==> config.mk <==
export PLATFORM = sky130hd
export DESIGN_NAME = crbu_branch_unit
export DESIGN_NICKNAME = d
export VERILOG_FILES = /design/src/crbu_pkg.sv /design/src/crbu_branch_unit.sv /design/src/crbu_target_adder.sv
export SDC_FILE = /design/constraint.sdc
export NUM_CORES = 1
export LEC_CHECK = 0
export ABC_CLOCK_PERIOD_IN_PS = 6000
export BUFFER_PORTS_ARGS = -buffer_cell sky130_fd_sc_hd__clkbuf_2
export CORE_MARGIN = 10
export CORE_UTILIZATION = 40
export DETAILED_ROUTE_END_ITERATION = 10
export SYNTH_ARGS = -nofsm -noshare
export SYNTH_HDL_FRONTEND = slang
export SYNTH_SLANG_ARGS = --single-unit
==> constraint.sdc <==
create_clock -name clock -period 6 [get_ports clock]
set_input_delay 1.5 -clock clock [delete_from_list [all_inputs] [get_ports clock]]
set_output_delay 1.5 -clock clock [all_outputs]
set_load 0.02 [all_outputs]
==> src/crbu_pkg.sv <==
package crbu_pkg;
    // ------------------------------------------------------------------
    // Encodings and widths
    // ------------------------------------------------------------------
    localparam int WORD_W = 16;
    localparam int PC_W = 21;
    localparam logic [7:0] OP_NO_OVERFLOW = 8'hE5;
    localparam logic [7:0] OP_NONZERO = 8'hE1;
    localparam int OP_HI = 15;
    localparam int OP_LO = 8;
    localparam int OFS_HI = 7;
    localparam int OFS_LO = 0;
    localparam logic [PC_W-1:0] PC_RESET = 21'h00_0000;

    // Four phases of an instruction cycle, Gray coded
    typedef enum logic [1:0] {
        CRBU_PH_DECODE = 2'b00,
        CRBU_PH_LITERAL = 2'b01,
        CRBU_PH_PROCESS = 2'b11,
        CRBU_PH_WRITE = 2'b10
    } crbu_phase_t;

    // Instruction word handed in by the fetch stage
    typedef struct packed {
        logic valid;
        logic [WORD_W-1:0] word;
    } crbu_instr_t;

    // Program counter write request
    typedef struct packed {
        logic write;
        logic [PC_W-1:0] target;
    } crbu_pc_wr_t;
endpackage : crbu_pkg

==> src/crbu_branch_unit.sv <==
`timescale 1ns/1ps
// Contract
// - Upper byte E5 is branch-if-no-overflow, E1 branch-if-nonzero; low byte offset.
// - No-overflow branch taken only while overflow flag is zero.
// - Nonzero branch taken only while zero flag is zero.
// - Target is incremented PC plus twice the signed 8-bit offset.
// - Taken branch lasts two cycles, second a no-op; untaken lasts one.
module crbu_branch_unit #(
    parameter int PC_W = crbu_pkg::PC_W
) (
    input wire logic clock,
    input wire logic reset,
    input wire logic clock_enable,
    input wire crbu_pkg::crbu_instr_t instr,
    input wire logic [PC_W-1:0] pc_incremented,
    input wire logic flag_overflow,
    input wire logic flag_zero,
    output crbu_pkg::crbu_phase_t phase,
    output logic busy,
    output logic is_branch,
    output logic taken,
    output logic nop_cycle,
    output logic flush_fetch,
    output crbu_pkg::crbu_pc_wr_t pc_wr,
    output logic flags_write
);
    // ------------------------------------------------------------------
    // State
    // ------------------------------------------------------------------
    typedef struct packed {
        crbu_pkg::crbu_phase_t phase;
        logic second;          // In the no-operation cycle of a taken branch
        logic branch;          // Current word is one of our branches
        logic is_no_ovf;
        logic take;
        logic [7:0] offset;
        logic pc_write;
    } crbu_state_t;

    crbu_state_t state_reg;
    crbu_state_t state_next;
    logic [PC_W-1:0] target;
    logic load_target;

    // Elaboration check: the write request struct is sized by the package
    if (PC_W != crbu_pkg::PC_W) begin : g_pc_w_check
        $error("PC_W must match package PC width");
    end

    // ------------------------------------------------------------------
    // Target arithmetic, registered during the process phase
    // ------------------------------------------------------------------
    crbu_target_adder #(
        .PC_W(PC_W)
    ) u_adder (
        .clock(clock),
        .reset(reset),
        .clock_enable(clock_enable),
        .load(load_target),
        .pc_next(pc_incremented),
        .offset(state_reg.offset),
        .target(target)
    );

    // ------------------------------------------------------------------
    // Phase sequencing and decode
    // ------------------------------------------------------------------
    // Decode in phase one, latch literal in two, evaluate in three, write in four
    always_comb begin
        state_next = state_reg;
        state_next.pc_write = 1'b0;
        load_target = 1'b0;
        unique case (state_reg.phase)
            crbu_pkg::CRBU_PH_DECODE: begin
                state_next.phase = crbu_pkg::CRBU_PH_LITERAL;
                if (!state_reg.second) begin
                    // Only decode when the fetch stage presents a word
                    state_next.branch = instr.valid &&
                        ((instr.word[crbu_pkg::OP_HI:crbu_pkg::OP_LO] ==
                          crbu_pkg::OP_NO_OVERFLOW) ||
                         (instr.word[crbu_pkg::OP_HI:crbu_pkg::OP_LO] ==
                          crbu_pkg::OP_NONZERO));
                    state_next.is_no_ovf = instr.word[crbu_pkg::OP_HI:crbu_pkg::OP_LO] ==
                        crbu_pkg::OP_NO_OVERFLOW;
                    state_next.take = 1'b0;
                end
            end
            crbu_pkg::CRBU_PH_LITERAL: begin
                state_next.phase = crbu_pkg::CRBU_PH_PROCESS;
                if (state_reg.branch && !state_reg.second) begin
                    state_next.offset = instr.word[crbu_pkg::OFS_HI:crbu_pkg::OFS_LO];
                end
            end
            crbu_pkg::CRBU_PH_PROCESS: begin
                state_next.phase = crbu_pkg::CRBU_PH_WRITE;
                if (state_reg.branch && !state_reg.second) begin
                    // Flags are sampled here, after any preceding write settled
                    state_next.take = state_reg.is_no_ovf ? !flag_overflow
                                                          : !flag_zero;
                    load_target = 1'b1;
                end
            end
            crbu_pkg::CRBU_PH_WRITE: begin
                state_next.phase = crbu_pkg::CRBU_PH_DECODE;
                if (state_reg.second) begin
                    // Second cycle done: return to normal decoding
                    state_next.second = 1'b0;
                    state_next.branch = 1'b0;
                    state_next.take = 1'b0;
                end else if (state_reg.branch && state_reg.take) begin
                    state_next.pc_write = 1'b1;
                    state_next.second = 1'b1;
                end
            end
        endcase
    end

    always_ff @(posedge clock or posedge reset) begin
        if (reset) begin
            state_reg <= '{phase: crbu_pkg::CRBU_PH_DECODE, default: '0};
        end else if (clock_enable) begin
            state_reg <= state_next;
        end
    end

    // ------------------------------------------------------------------
    // Outputs
    // ------------------------------------------------------------------
    // PC write is a one-clock pulse right after the write phase edge
    assign phase = state_reg.phase;
    assign busy = state_reg.branch || state_reg.second;
    assign is_branch = state_reg.branch && !state_reg.second;
    assign taken = state_reg.take;
    assign nop_cycle = state_reg.second;
    assign flush_fetch = state_reg.pc_write;
    assign pc_wr.write = state_reg.pc_write;
    assign pc_wr.target = target;
    assign flags_write = 1'b0;
endmodule : crbu_branch_unit

==> src/crbu_target_adder.sv <==
`timescale 1ns/1ps
// Registered target adder: incremented PC plus doubled signed offset
module crbu_target_adder #(
    parameter int PC_W = 21
) (
    input wire logic clock,
    input wire logic reset,
    input wire logic clock_enable,
    input wire logic load,
    input wire logic [PC_W-1:0] pc_next,
    input wire logic [7:0] offset,
    output logic [PC_W-1:0] target
);
    // ------------------------------------------------------------------
    // State
    // ------------------------------------------------------------------
    typedef struct packed {
        logic [PC_W-1:0] target;
    } crbu_add_state_t;

    crbu_add_state_t state_reg;
    crbu_add_state_t state_next;
    logic [PC_W-1:0] doubled;

    // Elaboration check: a doubled 8-bit offset needs nine bits plus a sign
    if (PC_W < 10) begin : g_pc_w_check
        $error("PC_W too small for offset range");
    end

    // Sign extend and double; wraps modulo the PC width like the core
    always_comb begin
        doubled = {{(PC_W-9){offset[7]}}, offset, 1'b0};
        state_next = state_reg;
        if (load) begin
            state_next.target = pc_next + doubled;
        end
    end

    always_ff @(posedge clock or posedge reset) begin
        if (reset) begin
            state_reg <= '0;
        end else if (clock_enable) begin
            state_reg <= state_next;
        end
    end

    assign target = state_reg.target;
endmodule : crbu_target_adder
==> metrics.md <==
| Metric | Value |
|---|---|
| Starting Density | 41.31% |
| CTS Buf Count | 5 |
| Max reg flops | 21 |
| Post-synth top area cell | dfrtp_1 |
| 1st-iter DRT viols | 55 |
| Yosys warning total | 0 |
| FF+latch count, synth | 36 |
| CTS sink count | 36 |
| Max-cap viol count | 0 |
| Initial DRT Pass Iterations | 4 |
| Crit path DAT | 3.53 ns |
| Initial antenna violation count | 0 |
| Crit path max fanout | 3 |
| Startpoint Class | input port |
| Filler cell count | 598 |
| Crit path time final | 3.362 ns |
| Total GRT Usage | 13.04% |
| Overall power | 1292 uW |
| Post-CTS sizing | 0 |
| Die extent in x | 98.20 um |
| R2r startpoint | state_reg[8] |
| Sw Ratio | 44.66% |
| Pint | 715.1 uW |
| Asr flop ratio synth | 100.0% |
| Setup crit end kind | flip-flop |
| Vias/cell | 5.267 |
| CTS H-tree depth | 2 |
| NetSw | 577.2 uW |
| Status | finished clean |
| Ranking of synthesized cells by area | dfrtp_1, ha_1, nand2_1 |
| Layout cells sized above 1 | 29.12% |
| Layout Area Growth over Synthesis | 20.31% |
| Syn avg cell area | 9.026 sq um |
| Min-Delay Path Class | flip-flop to flip-flop |
| Setup-failing EPs final | 0 |
| Clock buffer depth | 2 |
| Port Buffer Count | 71 |
| CP max stage cell | or4_1 |
| Leak pwr | 0.001518 uW |
| Worst hold path depth | 2 |
| R2r setup slk | 3.44 ns |
| Routed Antenna Nets | 0 |
| Most numerous cell in the Yosys netlist | nand2_1 |
| Ys flop type | dfrtp_1 |
| Root cell of the clock tree | clkbuf_8 |
| Area of the mapped netlist | 2446 sq um |
| RSZ-0062 raised after global routing | no |
| Worst setup path class | input port to flip-flop |
| Total congestion overflow | 0 |
| DPL Wire Length | 4985 um |
| Slew headroom | 53.02% |
| Ports | 73 |
| EDFF count, synth | 0 |
| Worst path required time | 6.17 ns |
| Final Max Slew Viols | 0 |
| CTS tree | done |
| Top-area cell type share of the netlist area | 36.83% |
| Synth top cells by count | nand2_1, dfrtp_1, o21ai_0 |
| Final Hold Viols | 0 |
| Reg power frac | 30.0% |
| Syn Inst Count | 271 |
| R2r worst-path depth | 7 |
| Power Density | 439.1 nW/um^2 |
| Critical Path, Cell by Cell | clkbuf_2 > ha_1 > fa_1 > a211oi_2 > o21bai_1 > a21oi_2 > nor2_1 > or4_1 > a31o_1 |
| Via count | 2186 |
| First-pass GRT wire length | 10760 um |
| CP peak stage delay | 0.46 ns |
| FF-to-FF End | u_adder.target[17] |
| Final core utilization | 49.70% |
| Reg clk slew, reported paths | 0.08 ns |
| Drc violations | 0 |
| Final #Nets | 402 |
| Hold EP | u_adder.target[2] |
| GPL Wtd Cong | 0.8104 |
| Netlist cell types | 51 |
| Synthesized Nets | 334 |
| Hold-fix buffers at CTS | 0 |
| Maximum vdd drop | 0.2045 mV |
| Delay-heaviest family, CP | compound AO/OA/AOI/OAI gates |
| Die ar. | 9643 sq um |
| Setup TNS | 0 ns |
| Drt total wl | 6343 um |
| Ant. Diodes | 0 |
| Core Region | 5921 sq um |
| Part of the Yosys area used for sequential elements | 36.83% |
| WP buf/inv | 1 |
| Largest net degree at the start of global routing | 37 |
| Worst-margin pin slew | 0.7027 ns |
| Clock power share | 14.2% |
| Fin crit share | 56.04% |
| Max Freq | 0.2974 GHz |
| Setup Buffers After CTS | 0 |
| Die height | 98.20 um |
| Clk_skew | 0.008094 ns |
| Worst skew pair latency | 0.28 ns |
| Vias in the first global route | 2250 |
| Comb pwr share | 55.7% |
| FP Rows | 28 |
| Worst hold path startpoint | u_adder.target[2] |
| Wirelength per Cell | 15.28 um |
layout make-up:
type	instances	area [sq um]	area share, %
inverter	8	30.03	1.020
timing repair buffer	73	370.4	12.59
clock buffer	7	86.33	2.934
multi-input combinational	215	1454	49.40
tap	75	93.84	3.189
sequential	36	900.9	30.61
clock inverter	1	7.507	0.2551
per-layer routing:
metal | GRT usage, % | part of all wire (%)
met1 | 16.97 | 48
met2 | 20.91 | 45
met3 | 3.524 | 5.5
met4 | 3.087 | 1.3
met5 | 0 | 0
worst min-delay path: cells and delay by family (launching register included):
family / cells / cell delay, ns
flip-flops: 1 / 0.34
AND/OR/NAND/NOR: 2 / 0.10
cells in the final DEF (no fill, tap or decap), drive strengths merged, types with 2 or more instances in the layout:
cell,count
clkbuf,78
nand2,44
dfrtp,36
o21ai,27
ha,19
a21oi,13
nor2,11
mux2,9
a21o,9
nand3,8
inv,8
o21a,6
xor2,5
xnor2,5
nor3,4
and3,4
nor2b,3
nand4,3
o31ai,3
or4,3
and2,3
a31oi,3
a211oi,3
and4,3
a31o,3
nor3b,2
nand2b,2
a211o,2
o311ai,2
a21boi,2
buf,2
o211ai,2
power groups by stage:
stage | combinational [uW] | sequential [uW] | clock (uW)
2_1_floorplan | 486 | 436 | 0
3_3_place_gp | 712 | 390 | 0
3_5_place_dp | 719 | 394 | 0
4_1_cts | 723 | 389 | 189
5_1_grt | 810 | 402 | 199
6_report | 720 | 388 | 184
through the flow:
stage | std cells | setup WS [ns] | area, sq um | hold slack [ns]
2_1_floorplan | 271 | 2.534 | 2446 | 0.4744
3_3_place_gp | 407 | 2.370 | 2849 | 0.4594
3_5_place_dp | 407 | 2.336 | 2849 | 0.4622
4_1_cts | 415 | 2.636 | 2943 | 0.4814
5_1_grt | 415 | 2.554 | 2943 | 0.5058
6_report | 415 | 2.638 | 2943 | 0.4749
how the worst max path moves through the flow:
stage / depth (start not counted) / endpoint / start / slack, ns
floorplan: 8 / u_adder.target[17] / pc_incremented[1] / 2.53
global placement: 9 / u_adder.target[17] / pc_incremented[1] / 2.37
detailed placement: 9 / u_adder.target[17] / pc_incremented[1] / 2.34
CTS: 9 / u_adder.target[17] / pc_incremented[1] / 2.64
global route: 9 / u_adder.target[17] / pc_incremented[1] / 2.55
finish: 9 / u_adder.target[17] / pc_incremented[1] / 2.64
cells by family (layout without fill, tap and decap cells):
family | after synthesis | in the layout | synth area share [%]
AND/OR/NAND/NOR | 93 | 93 | 18.52
flip-flops | 36 | 36 | 36.83
multiplexers | 9 | 9 | 4.143
AO/OA/AOI/OAI | 82 | 82 | 22.51
buffers and inverters | 20 | 89 | 3.734
XOR/XNOR | 10 | 10 | 3.580
other | 1 | 1 | 0.1533
adder cells (fa/ha/maj) | 20 | 20 | 10.54
Power figures use the tool's default switching activity.
